### src/inc/dlt_defines.vh
`ifndef DLT_DEFINES_VH
`define DLT_DEFINES_VH

// Register byte addresses
`define DLT_ADDR_LOCK 32'h40F0_0060
`define DLT_ADDR_SCRATCH 32'h41F0_0044
`define DLT_ADDR_REV 32'h41F0_0050
`define DLT_ADDR_TRC_CTRL 32'h41F0_0070
`define DLT_ADDR_TRC_POS 32'h41F0_0074

// Lock register fields
`define DLT_LOCK_OVER_BIT 1
`define DLT_LOCK_STS_BIT 0
`define DLT_LOCK_RESET 2'h0

// Scratch reset
`define DLT_SCRATCH_RESET 32'h0000_0000

// Trace control field
`define DLT_TRC_EN_BIT 31

// Lock word check
`define DLT_LOCK_FLASH_ADDR 32'h0000_FFFC
`define DLT_LOCK_ERASED 16'hFFFF
`define DLT_OVERRIDE_KEY 8'hA5

// Revision defaults, arbitrary values
`define DLT_CORE_ECO_DEFAULT 28'h000_0001
`define DLT_DEV_REV_DEFAULT 4'h1

`endif

### src/dlt_top.v
`timescale 1ns/1ps
// Summary of operation
// - Revision register: core ECO code in bits 31:4, device revision in 3:0.
// - Scratch word is read-write and cleared by every reset.
// - After power-up, before system reset release, read flash lock word.
// - Lock word not erased pattern sets lock flag and disables debug port.
// - While locked, debug port cannot reach any internal bus or memory.
// - Enable pin plus key 0xA5 on debug pins erases flash, then unlocks.
// - Lock bit 1 is read-write override flag, set on override, resets zero.
// - Lock bit 0 is read-only, set by lock found at power-up check, cleared when override erase completes.
// - When enabled, capture processor program-flow changes as SRAM packets.
// - Trace packet writes always win SRAM over processor accesses.
// - Processor SRAM access has no wait unless a trace write collides.
// - Only program-flow packets are recorded, no load or store data.
// - Each non-sequential PC change emits one two-word packet; exception return emits two.
// - First word, even address: source bits 31:1, atomic flag in bit 0.
// - Atomic flag set for exception or debug PC update, else clear.
// - Second word, odd address: destination bits 31:1, start flag in bit 0.
// - Start flag set only in first packet after each trace start.
// - Atomic set: source is preferred return address; clear: branch address.
// - Exception return first packet: return instruction to return value, atomic 0.
// - Exception return second packet: return value to resume address, atomic 1.
// - Write pointer addresses unused double word, advances after each packet.
// - Packets written only for events taken while trace enable is 1, at the pointer.
`include "dlt_defines.vh"

module dlt_top #(
   parameter [27:0] CORE_ECO = `DLT_CORE_ECO_DEFAULT,
   parameter [3:0] DEV_REV = `DLT_DEV_REV_DEFAULT,
   parameter [31:0] LOCK_FLASH_ADDR = `DLT_LOCK_FLASH_ADDR,
   parameter AW = 13
) (
   input wire ref_clk,
   input wire rst_b,
   input wire [31:0] reg_addr,
   input wire [31:0] reg_wdata,
   input wire reg_wr,
   input wire reg_rd,
   output reg [31:0] reg_rdata,
   output reg sys_rst_release,
   output reg flash_rd_req,
   output wire [31:0] flash_addr,
   input wire [31:0] flash_rdata,
   input wire flash_rd_ack,
   output reg flash_erase_req,
   input wire flash_erase_done,
   input wire debug_access_enable_pin,
   input wire swclk,
   input wire swdio_in,
   input wire dap_bus_req,
   output wire dap_bus_grant,
   output wire debug_port_enable,
   input wire trc_valid,
   output wire trc_ready,
   input wire trc_exc_ret,
   input wire trc_atomic,
   input wire [31:0] trc_src,
   input wire [31:0] trc_dst,
   input wire [31:0] trc_exc_val,
   input wire cpu_req,
   input wire cpu_we,
   input wire [AW-1:0] cpu_addr,
   input wire [31:0] cpu_wdata,
   output wire [31:0] cpu_rdata,
   output wire cpu_wait,
   output wire sram_en,
   output wire sram_we,
   output wire [AW-1:0] sram_addr,
   output wire [31:0] sram_wdata,
   input wire [31:0] sram_rdata
);

   localparam [3:0] L_BOOT = 4'b0001;
   localparam [3:0] L_WAIT = 4'b0010;
   localparam [3:0] L_RUN = 4'b0100;
   localparam [3:0] L_ERASE = 4'b1000;
   localparam [2:0] T_IDLE = 3'b001;
   localparam [2:0] T_SRC = 3'b010;
   localparam [2:0] T_DST = 3'b100;

   reg rst_s1_r;
   reg rst_s2_r;
   wire rst_n = rst_s2_r;

   always @(posedge ref_clk or negedge rst_b) begin
      if (!rst_b) begin
         rst_s1_r <= 1'b0;
         rst_s2_r <= 1'b0;
      end else begin
         rst_s1_r <= 1'b1;
         rst_s2_r <= rst_s1_r;
      end
   end

   reg [3:0] lst_r;
   reg [3:0] lst_nxt;
   reg lock_state_flag_r;
   reg over_r;
   reg [31:0] scratch_r;
   reg trc_en_r;
   reg [AW-2:0] ptr_r;
   reg [2:0] tst_r;
   reg [7:0] key_sh_r;
   reg [3:0] key_cnt_r;
   reg swclk_d_r;
   reg key_hit_r;

   // Lock check state machine
   always @* begin
      lst_nxt = lst_r;
      case (lst_r)
         L_BOOT: lst_nxt = L_WAIT;
         L_WAIT: if (flash_rd_ack) lst_nxt = L_RUN;
         L_RUN: if (key_hit_r) lst_nxt = L_ERASE;
         L_ERASE: if (flash_erase_done) lst_nxt = L_RUN;
         default: lst_nxt = L_BOOT;
      endcase
   end

   assign flash_addr = LOCK_FLASH_ADDR;

   always @(posedge ref_clk or negedge rst_n) begin
      if (!rst_n) begin
         lst_r <= L_BOOT;
         flash_rd_req <= 1'b0;
         sys_rst_release <= 1'b0;
      end else begin
         lst_r <= lst_nxt;
         flash_rd_req <= (lst_nxt == L_WAIT);
         if (lst_r == L_WAIT && flash_rd_ack) begin
            sys_rst_release <= 1'b1;
         end
      end
   end

   wire swclk_rise = swclk & ~swclk_d_r;
   always @(posedge ref_clk or negedge rst_n) begin
      if (!rst_n) begin
         swclk_d_r <= 1'b0;
         key_sh_r <= 8'h00;
         key_cnt_r <= 4'h0;
         key_hit_r <= 1'b0;
      end else begin
         swclk_d_r <= swclk;
         key_hit_r <= 1'b0;
         if (!debug_access_enable_pin || !lock_state_flag_r || lst_r != L_RUN) begin
            key_cnt_r <= 4'h0;
         end else if (swclk_rise) begin
            key_sh_r <= {key_sh_r[6:0], swdio_in};
            if (key_cnt_r == 4'h7) begin
               key_cnt_r <= 4'h0;
               key_hit_r <= ({key_sh_r[6:0], swdio_in} == `DLT_OVERRIDE_KEY);
            end else begin
               key_cnt_r <= key_cnt_r + 4'h1;
            end
         end
      end
   end

   always @(posedge ref_clk or negedge rst_n) begin
      if (!rst_n) begin
         flash_erase_req <= 1'b0;
      end else begin
         flash_erase_req <= (lst_r == L_RUN) && key_hit_r;
      end
   end

   wire lock_wr = reg_wr && (reg_addr == `DLT_ADDR_LOCK);
   wire erase_fin = (lst_r == L_ERASE) && flash_erase_done;

   always @(posedge ref_clk or negedge rst_n) begin
      if (!rst_n) begin
         lock_state_flag_r <= 1'b0;
         over_r <= 1'b0;
      end else begin
         if (lst_r == L_WAIT && flash_rd_ack) begin
            lock_state_flag_r <= (flash_rdata[15:0] != `DLT_LOCK_ERASED);
         end else if (erase_fin) begin
            lock_state_flag_r <= 1'b0;
         end
         if (erase_fin) begin
            over_r <= 1'b1;
         end else if (lock_wr) begin
            over_r <= reg_wdata[`DLT_LOCK_OVER_BIT];
         end
      end
   end

   assign debug_port_enable = sys_rst_release & ~lock_state_flag_r;
   assign dap_bus_grant = dap_bus_req & debug_port_enable;

   reg [31:0] p_src_r;
   reg [31:0] p_dst_r;
   reg p_a_r;
   reg [31:0] q_src_r;
   reg [31:0] q_dst_r;
   reg q_pend_r;
   reg start_pend_r;
   reg [2:0] tst_nxt;
   wire trc_take = trc_valid & trc_ready;

   // Holds the source while a packet is in flight; no extra queue
   assign trc_ready = (tst_r == T_IDLE);

   always @* begin
      tst_nxt = tst_r;
      case (tst_r)
         T_IDLE: if (trc_valid && trc_en_r) tst_nxt = T_SRC;
         T_SRC: tst_nxt = T_DST;
         T_DST: tst_nxt = q_pend_r ? T_SRC : T_IDLE;
         default: tst_nxt = T_IDLE;
      endcase
   end

   wire ctrl_wr = reg_wr && (reg_addr == `DLT_ADDR_TRC_CTRL);
   wire pos_wr = reg_wr && (reg_addr == `DLT_ADDR_TRC_POS);
   wire pkt_done = (tst_r == T_DST);

   always @(posedge ref_clk or negedge rst_n) begin
      if (!rst_n) begin
         tst_r <= T_IDLE;
         p_src_r <= 32'h0000_0000;
         p_dst_r <= 32'h0000_0000;
         p_a_r <= 1'b0;
         q_src_r <= 32'h0000_0000;
         q_dst_r <= 32'h0000_0000;
         q_pend_r <= 1'b0;
      end else begin
         tst_r <= tst_nxt;
         if (trc_take && trc_en_r) begin
            if (trc_exc_ret) begin
               p_src_r <= trc_src;
               p_dst_r <= trc_exc_val;
               p_a_r <= 1'b0;
               q_src_r <= trc_exc_val;
               q_dst_r <= trc_dst;
               q_pend_r <= 1'b1;
            end else begin
               // Core supplies source per atomic state
               p_src_r <= trc_src;
               p_dst_r <= trc_dst;
               p_a_r <= trc_atomic;
               q_pend_r <= 1'b0;
            end
         end else if (pkt_done && q_pend_r) begin
            p_src_r <= q_src_r;
            p_dst_r <= q_dst_r;
            p_a_r <= 1'b1;
            q_pend_r <= 1'b0;
         end
      end
   end

   always @(posedge ref_clk or negedge rst_n) begin
      if (!rst_n) begin
         trc_en_r <= 1'b0;
         start_pend_r <= 1'b0;
      end else begin
         if (ctrl_wr) begin
            trc_en_r <= reg_wdata[`DLT_TRC_EN_BIT];
         end
         if (ctrl_wr && reg_wdata[`DLT_TRC_EN_BIT] && !trc_en_r) begin
            start_pend_r <= 1'b1;
         end else if (pkt_done) begin
            start_pend_r <= 1'b0;
         end
      end
   end

   always @(posedge ref_clk or negedge rst_n) begin
      if (!rst_n) begin
         ptr_r <= {(AW-1){1'b0}};
      end else if (pkt_done) begin
         ptr_r <= ptr_r + {{(AW-2){1'b0}}, 1'b1};
      end else if (pos_wr) begin
         ptr_r <= reg_wdata[AW+1:3];
      end
   end

   wire trace_wr = (tst_r == T_SRC) || (tst_r == T_DST);
   wire [31:0] trace_word = (tst_r == T_SRC) ? {p_src_r[31:1], p_a_r} : {p_dst_r[31:1], start_pend_r};
   wire [AW-1:0] trace_addr = {ptr_r, (tst_r == T_DST)};

   assign sram_en = trace_wr | cpu_req;
   assign sram_we = trace_wr ? 1'b1 : cpu_we;
   assign sram_addr = trace_wr ? trace_addr : cpu_addr;
   assign sram_wdata = trace_wr ? trace_word : cpu_wdata;
   assign cpu_rdata = sram_rdata;
   assign cpu_wait = cpu_req & trace_wr;

   always @(posedge ref_clk or negedge rst_n) begin
      if (!rst_n) begin
         scratch_r <= `DLT_SCRATCH_RESET;
      end else if (reg_wr && reg_addr == `DLT_ADDR_SCRATCH) begin
         scratch_r <= reg_wdata;
      end
   end

   // Read mux, unmapped reads zero
   reg [31:0] rd_nxt;
   always @* begin
      rd_nxt = 32'h0000_0000;
      case (reg_addr)
         `DLT_ADDR_REV: rd_nxt = {CORE_ECO, DEV_REV};
         `DLT_ADDR_SCRATCH: rd_nxt = scratch_r;
         `DLT_ADDR_LOCK: rd_nxt = {30'h0000_0000, over_r, lock_state_flag_r};
         `DLT_ADDR_TRC_CTRL: rd_nxt = {trc_en_r, 31'h0000_0000};
         `DLT_ADDR_TRC_POS: rd_nxt = {{(29-AW+1){1'b0}}, ptr_r, 3'h0};
         default: rd_nxt = 32'h0000_0000;
      endcase
   end

   always @(posedge ref_clk or negedge rst_n) begin
      if (!rst_n) begin
         reg_rdata <= 32'h0000_0000;
      end else if (reg_rd) begin
         reg_rdata <= rd_nxt;
      end else begin
         reg_rdata <= 32'h0000_0000;
      end
   end

endmodule
### config.mk
export PLATFORM = sky130hd
export DESIGN_NAME = dlt_top
export DESIGN_NICKNAME = d
export VERILOG_FILES = /design/src/dlt_top.v
export VERILOG_INCLUDE_DIRS = /design/src /design/src/inc
export SDC_FILE = /design/constraint.sdc
export NUM_CORES = 1
export LEC_CHECK = 0
export ABC_AREA = 1
export BUFFER_PORTS_ARGS = -buffer_cell sky130_fd_sc_hd__buf_2
export CORE_AREA = 2 2 170 172
export CTS_BUF_LIST = sky130_fd_sc_hd__clkbuf_8
export CTS_CLUSTER_DIAMETER = 60
export DETAILED_ROUTE_END_ITERATION = 10
export DIE_AREA = 0 0 172 174
export PLACE_DENSITY = 0.69
export RECOVER_POWER = 25
export SKIP_CTS_REPAIR_TIMING = 1
export SLEW_MARGIN = 25
export SYNTH_ARGS = -nofsm -noshare
export SYNTH_HDL_FRONTEND = slang
export SYNTH_SLANG_ARGS = --single-unit
### constraint.sdc
create_clock -name ref_clk -period 6.97 [get_ports ref_clk]
set_input_delay 1.394 -clock ref_clk [delete_from_list [all_inputs] [get_ports ref_clk]]
set_output_delay 1.394 -clock ref_clk [all_outputs]
set_load 0.1 [all_outputs]
# == After elaboration in Yosys (flattened, before gate mapping) ==
# Index checks and enable logic that the tools add are counted.
# Widths: inputs -> output; s select.
# word_totals
regBits,235
wordCells,117
out_inout_bits,150
in_bits,284
# classes
addsub,2
bitwise_logic,9
eq_ne,18
reduce_logical,26
mux,38
# ops
op,count
$mux 32,8
$eq 32x31->1 const B,5
$pmux 32 s5,1
$mux 12,2
$mux 4,6
$mux 1,16
$ne 16x16->1 const B,1
$pmux 4 s4,1
$mux 13,1
$add 12x1->12 const B,1
$logic_and 1x1->1,12
$reduce_bool 2->1,6
$pmux 3 s3,1
$eq 4x2->1 const B,2
$eq 4x3->1 const B,2
$eq 8x8->1 const B,1
$and 1x1->1,5
$add 4x1->4 const B,1
$eq 4x1->1 const B,1
$eq 4x4->1 const B,1
$ne 4x3->1 const B,1
$reduce_and 2->1,2
$eq 3x1->1 const B,1
$eq 3x2->1 const B,1
other kinds (8),14

# == Depth between registers and ports, before layout ==
# Gate-level depths: netlist (run 1).
# depth
word_depth,5
depth_mapped,12
depth_no_buf,11

# == Least setup slack after synthesis (run 1) ==
# Ideal clock, no wire load.
# synth_timing
path_kind,register to output
startpoint,register tst_r[0]
endpoint,output sram_addr[12]
path_slack_ns,2.176
required_time_ns,5.576
stages_incl_launch_ff,6
arrival_time_ns,3.400
n_path_buf,2
path_cell_list,dfstp_2 > nor3_2 > nor2_1 > clkbuf_1 > clkbuf_1 > o21ai_0
# synth_via
elab_chain_len,3
elab_cells_between_ends,4
classes_between,2 x eq/ne; 1 x mux; 1 x reduce/logical
# synth_lines
item,line_no,rtl
from (decl),dlt_top.v:102,reg [2:0] tst_r;
from (signal assigned),dlt_top.v:229,tst_r <= tst_nxt;
$eq 3x2->1 / $eq 3x3->1 (equally long branches),dlt_top.v:280,wire trace_wr = (tst_r == T_SRC) || (tst_r == T_DST);
$logic_or 1x1->1 (*),dlt_top.v:280,
$mux 13 (*),dlt_top.v:286,assign sram_addr = trace_wr ? trace_addr : cpu_addr;
to (decl),dlt_top.v:68,"output wire [AW-1:0] sram_addr,"
# Mark *: on every way between the ends. The rest lies on a longest branch, timed or not.

# == Worst setup path in the final report (run 1) ==
# layout_timing
startpoint,register tst_r[1]
endpoint,output sram_wdata[17]
# layout_via
elab_chain_len,3
elab_cells_between_ends,5
classes_between,2 x eq/ne; 2 x mux; 1 x reduce/logical
# layout_lines
item,line_no,rtl
$eq 3x2->1 / $eq 3x3->1 (equally long branches),"dlt_top.v:280, dlt_top.v:281",
$mux 32 / $logic_or 1x1->1 (equally long branches),"dlt_top.v:281, dlt_top.v:280",
$mux 32 (*),dlt_top.v:287,assign sram_wdata = trace_wr ? trace_word : cpu_wdata;
to (decl),dlt_top.v:69,"output wire [31:0] sram_wdata,"
# Marks and branches as above.

==> impl.org, run 1 <==
** Hold path
- The tightest min-delay check is of the reg2reg type.
- Startpoint of the worst hold path :: rst_s1_r
- Worst hold path depth :: 0

** Setup path
- The critical path is of the reg2out type.
- Origin of the critical flop-to-flop path :: rst_n
- Required time worst endpoint :: about 5600 ps
- By instance count, the cell type seen most on the critical path is sky130_fd_sc_hd__inv_1.
- Cell family with most CP delay :: buffers and inverters
- The worst setup path is captured at an output port.
- The critical path goes through inv_1 > nor3_1 > inv_1 > buf_4 > nor2_1 > o21ai_0 > buf_2.
- Together, buffers and inverters on the worst path number 4.
- The worst setup path is launched from a flip-flop.
- CP max-delay cell :: sky130_fd_sc_hd__nor3_1
- Along the worst path, the maximum fanout reaches 21.
- On the worst path, the slowest cell contributes a delay of 1050 ps.
- The critical path starts at tst_r[1].
- STA puts the critical path data arrival time at 3780 ps.
- FF-to-FF path depth :: 1
- The critical path crosses 7 cells after its start point.

** Timing
- Final Max Slew Viols :: around 130
- Setup violations remaining at the end of the flow were counted as 0.
- Post-Route Setup TNS :: 0 ps
- The worst pin sits at a relative slew slack of -108%.
- Setup repair after global routing left no endpoint under its margin.
- Worst slew pin tran :: 3120 ps
- Final Hold Violating Endpoints :: 0
- Hold slack :: 351 ps
- For this run, the top clock speed supported by timing is 193 MHz.
- Post-route clock skew :: about 16 ps
- The smallest clock period supported by the final layout is computed as 5170 ps.
- Final critical-path share of the clock period :: 74.2%

** Clocking
- The tree is rooted in a sky130_fd_sc_hd__clkbuf_8.
- Counting the buffers created by CTS gives 42.
- The clock reaches the later pin of the worst-skew pair after 530 ps.
- TritonCTS clock tree :: yes
- CTS built an H-tree with a depth of 2.
- After clock tree synthesis, the clock-pin slew on the worst setup and hold paths is roughly 60 ps.
- Clock tree synthesis found a total of about 230 sinks.
- In this run the deepest clock path goes through 3 buffers.

** GRT
- Summed over all layers, the global routing overflow is 0.
- Entering global routing, the biggest net connects 126 pins.
- The number of antenna violations at the first check in global routing came to 10.
- Wire length of the first global-routing pass :: 51000 um
- Global routing used 21.3% of the available tracks.
- The via count of the first global-routing pass is roughly 10000.

** Layout
- Count of fill cells added during filler insertion :: about 2800
- The library cell used most frequently in the layout, excluding fill and tap cells, is sky130_fd_sc_hd__buf_2.
- Summing all flip-flop and latch instances after layout gives 0.00578 sq mm.
- From synthesis to final layout, the design area changed by 20.6%.
- In the final design database the tool counted 2005 nets.
- Utilization after layout :: approximately 48%
- Footprint of the multi-input gates :: approximately 0.0043 sq mm
- Most used cells in the layout excluding fill and tap cells :: 315 x sky130_fd_sc_hd__buf_2, 310 x sky130_fd_sc_hd__nand2_1, 256 x sky130_fd_sc_hd__o21ai_0
- Of the cells placed in the final design, the portion with a size suffix greater than 1 is between 20% and 30%.

** Synth
- In this run the mean area of a mapped cell was between 7 and 8 sq um.
- Number of distinct library cells after synthesis :: 34
- Biggest area consumer among synthesized cells :: sky130_fd_sc_hd__dfrtp_1
- Instance count of the mapped netlist :: 1454
- After synthesis, the largest area contributor takes up 50.5% of total cell area.
- Ranked by total cell area, the synthesized netlist is headed by sky130_fd_sc_hd__dfrtp_1 51%, sky130_fd_sc_hd__o21ai_0 11%, sky130_fd_sc_hd__nand2_1 10%.
- Post-synthesis sequential area ratio :: 51.0%
- Number of synthesis warnings :: 0
- In this run, synthesis produced a sequential element count of between 200 and 250.
- In this run the cell area of the synthesized design comes to 0.0113 sq mm.

** Floorplan
- Die outline area :: 0.0299 sq mm
- Top Ports :: roughly 430
- Horizontal extent of the die :: 172 um
- Site Rows :: 62
- Area of the core :: 0.0282 sq mm
- Chip height :: 174 um
- Starting density of the core :: 40.2%

** Place
- The HPWL after detailed placement is approximately 22000 um.
- The congestion estimate from routability-driven global placement came to 0.806.
- In this run the tool buffered the top-level ports with 318 buffer cells.

** Pwr
- The worst-case IR drop observed on VDD is 122 uV.
- In this run the power density over the cells is ~230 mW/mm^2.
- P_leak :: 7.38 nW
- Total power for the finished layout comes to 3.09 mW.

** Route
- After detailed routing, the met2 layer carries 15100 um of wire.
- Using the TritonRoute via totals, the vias-per-cell ratio works out to 4.87.
- Violation count after the first detailed-routing iteration :: ~600
- The first detailed-routing pass ran for 5 iterations.
- The routed design has 32400 um of wire.
- M1 wire length :: 13700 um
- For this block, the via count after detailed routing is 10403.
- Highest metal layer with signal wires :: met5
- The detail route stage leaves a number of antenna-violating nets equal to 0.
- The routed design uses 2980 um of met3 wire.
- Count of unresolved DRC violations after routing :: 0
- After detailed routing, the average wire length per cell comes to 15.2 um.

** Status
- The run finished, with violations left.
- The checks that failed: capacitance limit, slew limit.

** Job
- Max-cap violations in this run came to 1.
-- cell type report --
cell class | instances | area share [%]
flip-flops and latches | 231 | 42.3
multi-input cells | 946 | 31.2
repair buffers | 332 | 12.4
clock buffers | 49 | 4.93
inverters | 166 | 4.56
well taps | 384 | 3.51
clock inverters | 22 | 1.02
diodes | 6 | 0.110
-- layer usage --
layer  global-route usage [%]  vias to the layer above
met2                     35.2                      423
met4                     5.36                        8
met3                     6.67                       51
met5                        0                        -
met1                     27.0                     4814
li1                         -                     5107
-- flip-flops by register name, summed over array words and instances (netlist names), 7 cells and up --
signal / count
p_dst_r: 31
scratch_r: 32
key_sh_r: 7
p_src_r: 31
reg_rdata: 32
q_dst_r: 31
q_src_r: 31
ptr_r: 12
-- kinds of logic after synthesis --
family	count (synthesis)	share of synthesized area, %
buffers and inverters	308	12.5
adders and majority gates	2	0.221
DFF	231	51.0
and+or+nand+nor	549	19.6
AOI/OAI and AO/OA	362	16.6
other	2	0.0662
-- metrics by stage --
step                std cells  cell area (sq um)  worst slack, ps
finish                   2136              13700             1800
detailed placement       2059              12900             3090
floorplan                1485              11500             59.4
global route             2132              13700             1460
global placement         2059              12900             3080
CTS                      2130              13700             2540
-- power breakdown --
group / internal [mW] / switching (mW)
sequential: 1.37 / 0.0212
clock: 0.706 / 0.538
combinational: 0.0950 / 0.358
total: 2.18 / 0.917
-- Yosys cell counts --
library cell / n
sky130_fd_sc_hd__conb_1: 2
sky130_fd_sc_hd__nand2_2: 1
sky130_fd_sc_hd__ha_1: 2
sky130_fd_sc_hd__nor4b_1: 1
sky130_fd_sc_hd__o32ai_1: 1
sky130_fd_sc_hd__nand3_1: 66
sky130_fd_sc_hd__nand2_1: 312
sky130_fd_sc_hd__buf_4: 66
sky130_fd_sc_hd__nor3_1: 3
sky130_fd_sc_hd__buf_1: 3
sky130_fd_sc_hd__nor4_1: 2
sky130_fd_sc_hd__o21bai_1: 3
sky130_fd_sc_hd__o21ai_0: 256
sky130_fd_sc_hd__nand4_1: 9
sky130_fd_sc_hd__dfstp_2: 2
sky130_fd_sc_hd__o31ai_1: 1
sky130_fd_sc_hd__o211ai_1: 2
sky130_fd_sc_hd__nor3_2: 2
sky130_fd_sc_hd__a31oi_1: 31
sky130_fd_sc_hd__buf_2: 13
sky130_fd_sc_hd__clkbuf_1: 59
sky130_fd_sc_hd__o22ai_1: 5
sky130_fd_sc_hd__nor2_4: 2
sky130_fd_sc_hd__o311ai_1: 1
sky130_fd_sc_hd__nor2_1: 147
sky130_fd_sc_hd__inv_2: 1
sky130_fd_sc_hd__a21oi_1: 59
sky130_fd_sc_hd__dfrtp_1: 229
sky130_fd_sc_hd__o311ai_0: 1
sky130_fd_sc_hd__and3_1: 1
sky130_fd_sc_hd__inv_1: 165
sky130_fd_sc_hd__o21ai_1: 2
sky130_fd_sc_hd__clkbuf_2: 1
sky130_fd_sc_hd__or2_2: 3
-- final timing paths --
| kind | end | slack [ps] |
|---|---|---|
| setup reg to reg | reg_rdata[20] | 2640 |
| setup / recovery | sram_wdata[17] | 1800 |
| hold reg to reg | rst_n | 350 |
| min in group asynchronous | q_dst_r[7] | 590 |
| max in group asynchronous | reg_rdata[20] | 2640 |
| hold / removal | rst_n | 350 |
(Power assumes the default switching activity.)
==> run 2: changes to the inputs <==
CORE_AREA = 2 2 166 168   (was 2 2 170 172)
DIE_AREA = 0 0 168 170   (was 0 0 172 174)
clock period = 5.1 ns   (was 6.97 ns; I/O delays follow)
==> impl.org, run 2 (same netlist as run 1, synthesis figures left out) <==
** Clocking
- The clock tree synthesis step divided the H-tree into 2 levels.
- TritonCTS built the clock tree.
- Clock tree synthesis selected as its root buffer the cell sky130_fd_sc_hd__clkbuf_8.
- Number of buffers created by CTS :: 42
- Clock slew at reported path FFs :: about 60 ps
- The later pin in the worst-skew pair is clocked with a latency of 550 ps.
- CTS saw 231 sinks.
- No sink is reached through more buffers than the 3 on the longest clock path.

** Timing
- Derived from the worst setup path, the maximum achievable clock frequency is 240 MHz.
- For the final database, setup skew stands at 17.8 ps.
- Worst slew margin relative to its limit :: -148%
- Setup repair after global routing missed its margin :: no
- In the finished design, the share of the clock period the worst path needs comes to 81.6%.
- # setup viols final :: 0
- The final hold violation count was 0.
- In the final timing run, aggregate negative setup slack is 0 ps.
- At the pin with the least slew margin, the transition time is 3730 ps.
- Final worst path period need :: slightly above 4000 ps
- Final Max Slew Viols :: 231

** Pwr
- Largest vdd supply drop :: 206 uV
- Part of the total power dissipated in combinational logic :: 14.7%
- Sw Share :: 30.2%
- Summed over all cells, the static leakage comes to 7.39 nW.
- Reg power frac :: 45.2%
- Internal power comes to 2.94 mW.
- Dividing total power by cell area gives a power density of around 300 mW/mm^2.
- For this design the total switching power over the nets is 1.27 mW.
- Of the total power, the clock network draws 40.1%.

** Layout
- Syn-to-layout area delta :: 20.4%
- Of the cells placed in the final design, the portion with a size suffix greater than 1 is between 20% and 30%.
- Leaving out fill and tap cells, the most frequent cell in the layout is sky130_fd_sc_hd__buf_2.
- Utilization after layout :: 51.2%
- Most used cells in the layout excluding fill and tap cells :: 318 x sky130_fd_sc_hd__buf_2, 311 x sky130_fd_sc_hd__nand2_1, 256 x sky130_fd_sc_hd__o21ai_0
- The largest registers in the layout are reg_rdata x32, scratch_r x32.
- In the final design database the tool counted 2009 nets.
- Layout Cell Area excl Fill :: 0.0137 sq mm

** GRT
- The number of antenna violations at the first check in global routing is 14.
- Overall overflow remaining after global route :: 0
- The via count of the first global-routing pass is 10001.
- The first global-routing pass estimated 50800 um of wire.
- Overall global routing resource usage :: 22.0%
- Entering global routing, the biggest net connects 166 pins.

** Place
- Input/output buffers :: 318
- Once placement finished, the instance area stood at 0.0129 sq mm.
- Final GP Congestion :: 0.808
- Detailed-placement wirelength estimate :: 22000 um

** Floorplan
- The floorplan step defined a die boundary enclosing ~0.029 sq mm.
- For this design the top-level I/O count stands at roughly 430.
- The total area inside the core boundary comes to between 0.02 and 0.03 sq mm.
- The initial utilization of the core area, before any placement, comes to a little over two fifths.
- The die is 168 um wide.
- Row generation in the floorplan step produced 60 rows.
- Chip height :: 170 um

** Hold path
- Worst min path class :: in2async

** Setup path
- Maximum fanout encountered on the critical timing path :: 35
- Data arrival time of the critical path :: 3140 ps
- Required time worst endpoint :: 4080 ps
- STA classifies the critical path startpoint as a flip-flop.
- Critical path class :: reg2out
- STA classifies the critical path endpoint as an output port.

** Route
- For this block, the initial DRC count from the detailed router was ~740.
- In the routed design, unresolved DRC markers number 0.
- For this block, the routed nets add up to 31900 um of wire.
- Routed WL per cell :: around 15 um
- The routed layout has between 10000 and 15000 vias.
- Number of vias per cell after detailed routing :: between 4 and 5
- Once detail routing completed, the nets flagged for antenna violations numbered 0.
- The first TritonRoute pass finished after 5 iterations.

** Job
- MaxCap Viol Count :: 2

** Status
- Violations in the final reports :: capacitance limit, slew limit
- The run finished, with violations left.
==> run 2: through the flow <==
| stage | worst slack, ps | std cells | total power, mW | hold WS, ps |
|---|---|---|---|---|
| finish | 940 | 2096 | 4.21 | 254 |
| global route | 382 | 2094 | 4.37 | 226 |
| CTS | 902 | 2091 | 4.26 | 226 |
| detailed placement | 1500 | 2020 | 2.56 | 341 |
| global placement | 1550 | 2020 | 2.55 | 337 |
| floorplan | 680 | 1485 | 2.52 | 331 |
==> run 2: path summary, 6_finish.rpt <==
| check | cells after the start | to | slack [ps] | from |
|---|---|---|---|---|
| max reg2reg | 1 | scratch_r[20] | 1180 | rst_n |
| min | 1 | rst_n | 250 | rst_b |
| max in group asynchronous | 1 | scratch_r[20] | 1180 | rst_n |
| min in group ref_clk | 0 | rst_n | 350 | rst_s1_r |
| min reg2reg | 0 | rst_n | 350 | rst_s1_r |
| max | 7 | sram_wdata[17] | 940 | tst_r[0] |
==> run 2: metal layers <==
layer | track usage, % | part of all wire [%] | up-vias
li1 | - | - | 5115
met1 | 27.6 | 42 | 4829
met2 | 36.7 | 47 | 390
met3 | 7.26 | 9.3 | 63
met4 | 5.67 | 1.9 | 14
met5 | 0 | 0.30 | -
==> run 2: critical path, cell delays in order, from the launching register on <==
cell and delay (ps):
sky130_fd_sc_hd__dfstp_2 590, sky130_fd_sc_hd__nor3_4 50, sky130_fd_sc_hd__buf_4 260, sky130_fd_sc_hd__inv_1 510, sky130_fd_sc_hd__buf_4 390, sky130_fd_sc_hd__nor2_1 70, sky130_fd_sc_hd__o21ai_0 220, sky130_fd_sc_hd__buf_2 470
==> run 2: final cells by class <==
type	count	area [sq um]
Timing Repair Buffer	336	1720
Antenna cell	5	12.5
Multi-Input combinational cell	946	4280
Clock buffer	50	688
Sequential cell	231	5790
Fill cell	2591	13000
Tap cell	341	427
Clock inverter	21	118
Inverter	166	623
==> run 2: power by group through the flow <==
stage | Clock (mW) | Sequential, mW | Combinational, mW
after floorplan | 0 | 1.98 | 0.539
after global placement | 0 | 1.93 | 0.620
after detailed placement | 0 | 1.93 | 0.625
after CTS | 1.73 | 1.90 | 0.628
after global routing | 1.81 | 1.90 | 0.663
final | 1.69 | 1.90 | 0.619
==> run 3: changes to the inputs <==
clock period = 4 ns   (was 5.1 ns; I/O delays follow)
==> impl.org, run 3 (same netlist as run 1, synthesis figures left out) <==
** Route
- In the detailed route, the total length drawn on met2 is 15500 um.
- The pre-antenna-repair detailed-routing pass consisted of 5 iterations.
- Detailed-route via count :: 10509
- Highest metal layer with signal wires :: met5
- Count of unresolved DRC violations after routing :: 0
- M1 wire length :: ~14000 um
- In this run the remaining antenna-violating nets after routing total 0.
- In the detailed route, the total length drawn on met3 is 2920 um.
- Number of vias per cell after detailed routing :: 5.00
- The detailed router finished its first iteration with 799 violations.
- The final layout contains routed wiring with a total length of 32500 um.
- Dividing the detail-routed wire length by the instance count gives 15.4 um.

** Status
- Violations in the final reports :: capacitance limit, slew limit
- Run status :: complete, but fails checks

** Layout
- The net count of the finished layout is 2012.
- Fraction of final layout cells with drive strength greater than 1 :: 22.8%
- Largest registers in the final layout :: reg_rdata x32, scratch_r x32
- The area growth from synthesis to layout is 20.9%.
- Count of fill cells added during filler insertion :: 2611
- Leaving out fill and tap cells, the most frequent cells in the layout are 315 x sky130_fd_sc_hd__buf_2, 311 x sky130_fd_sc_hd__nand2_1, 229 x sky130_fd_sc_hd__dfrtp_1.
- Footprint of the multi-input gates :: around 0.0043 sq mm
- Most common cell after layout, fill and taps aside :: sky130_fd_sc_hd__buf_2
- For this run, the number of standard cells in the final layout without fillers is 2103.
- Total area of sequential cells :: roughly 0.0058 sq mm

** Clocking
- Root Buffer Master :: sky130_fd_sc_hd__clkbuf_8
- TritonCTS built the clock tree.
- The tree built by TritonCTS fans out to 231 sinks.
- After clock tree synthesis, the clock-pin slew on the worst setup and hold paths is 60 ps.
- Clock tree synthesis inserted a total of 42 buffers.
- The later pin in the worst-skew pair is clocked with a latency of 530 ps.
- Number of levels in the clock H-tree :: 2
- Clock tree buffer depth :: 3

** Place
- Input/output buffers :: about 320
- Placement-stage worst setup slack :: 888 ps
- Final GP Congestion :: about 0.8
- Detailed-placement wirelength estimate :: around 23000 um
- The number of placed instances, taps included, is around 2000.

** Floorplan
- In this run the standard cell core region covers 0.0267 sq mm.
- Horizontal extent of the die :: 168 um
- Die outline area :: between 0.02 and 0.03 sq mm
- Starting density of the core :: between 40% and 50%
- Chip height :: around 170 um
- In this run the count of I/O pins placed on the die edge is 434.
- The floorplan has 60 rows.

** Pwr
- Summed over all cells, the static leakage comes to 7.44 nW.
- Design Power :: 5.36 mW
- Areal power density over the cells :: 391 mW/mm^2
- Largest vdd supply drop :: ~240 uV

** Setup path
- Data arrives at the worst endpoint at 2830 ps.
- Of all nets on the critical path, the largest fanout is 48.
- Required time worst endpoint :: 3200 ps
- Critical Path End Type :: output port
- Critical path class :: reg2out
- Reg-to-reg slack, setup :: 810 ps
- Kind of launch point of the worst setup path :: flip-flop

** Timing
- The final number of max-transition violations came to 60.
- For the pin with the worst max-slew slack, the measured transition is about 2500 ps.
- Final Hold Violating Endpoints :: 0
- Worst slew margin relative to its limit :: -67.0%
- # setup viols final :: 0
- Max Fclk :: 275 MHz
- Final setup slack of the worst path :: 369 ps
- Across the routed clock network, the largest skew measured is 10.0 ps.
- The worst path in the final design needs a cycle of 3630 ps, including I/O delays and setup.
- Post-Route Setup TNS :: 0 ps
- After layout, the worst path uses 90.8% of the clock period.
- Setup repair after global routing left no endpoint under its margin.

** GRT
- Antenna violations before repair :: 11
- Overall global routing resource usage :: 22.5%
- The via count of the first global-routing pass is 10133.
- After global routing the overflow that remains totals 0.
- Pin count of the biggest net entering global routing :: 106
- The first global-routing pass estimated around 52000 um of wire.

** Job
- MaxCap Viol Count :: 1

** Hold path
- The tightest min-delay check is of the reg2reg type.
==> run 3: critical path, cell delays in order (launching register included) <==
cell,delay [ps]
sky130_fd_sc_hd__dfrtp_1,390
sky130_fd_sc_hd__inv_1,90
sky130_fd_sc_hd__nor3_4,540
sky130_fd_sc_hd__nor2_4,220
sky130_fd_sc_hd__buf_12,250
sky130_fd_sc_hd__o21ai_0,300
sky130_fd_sc_hd__buf_2,490
==> run 3: per-layer routing <==
| metal | global-route usage [%] | vias up |
|---|---|---|
| met5 | 0 | - |
| met2 | 37.8 | 446 |
| met4 | 5.56 | 12 |
| met3 | 7.07 | 52 |
| met1 | 28.2 | 4864 |
| li1 | - | 5135 |
==> run 3: stage by stage <==
stage          area [sq um]  hold WS, ps  utilization (%)
2_1_floorplan         11500          331                -
3_3_place_gp          12900          341             48.4
3_5_place_dp          12900          345             48.4
4_1_cts               13700         12.4             51.4
5_1_grt               13700          362             51.4
6_report              13700          356             51.4
==> run 3: path summary, 6_finish.rpt <==
path / from / endpoint / cells past startpoint
min in group asynchronous: rst_b / rst_s1_r / 2
setup reg to reg: rst_n / key_cnt_r[3] / 1
hold / removal: rst_s1_r / rst_n / 0
max in group asynchronous: rst_n / key_cnt_r[3] / 1
setup / recovery: tst_r[1] / sram_addr[2] / 6
hold reg to reg: rst_s1_r / rst_n / 0
==> run 3: layout make-up <==
cell class	instances	share of cell area, %
diodes	6	0.110
flip-flops and latches	231	42.2
inverters	166	4.55
clock inverters	25	0.950
repair buffers	339	12.9
clock buffers	49	4.92
multi-input cells	946	31.2
well taps	341	3.11
==> run 3: where the power goes <==
| group | total (mW) | switching [mW] | internal, mW |
|---|---|---|---|
| Sequential | 2.43 | 0.0408 | 2.39 |
| Clock | 2.14 | 0.966 | 1.18 |
| Combinational | 0.786 | 0.614 | 0.172 |
| Total | 5.36 | 1.62 | 3.74 |
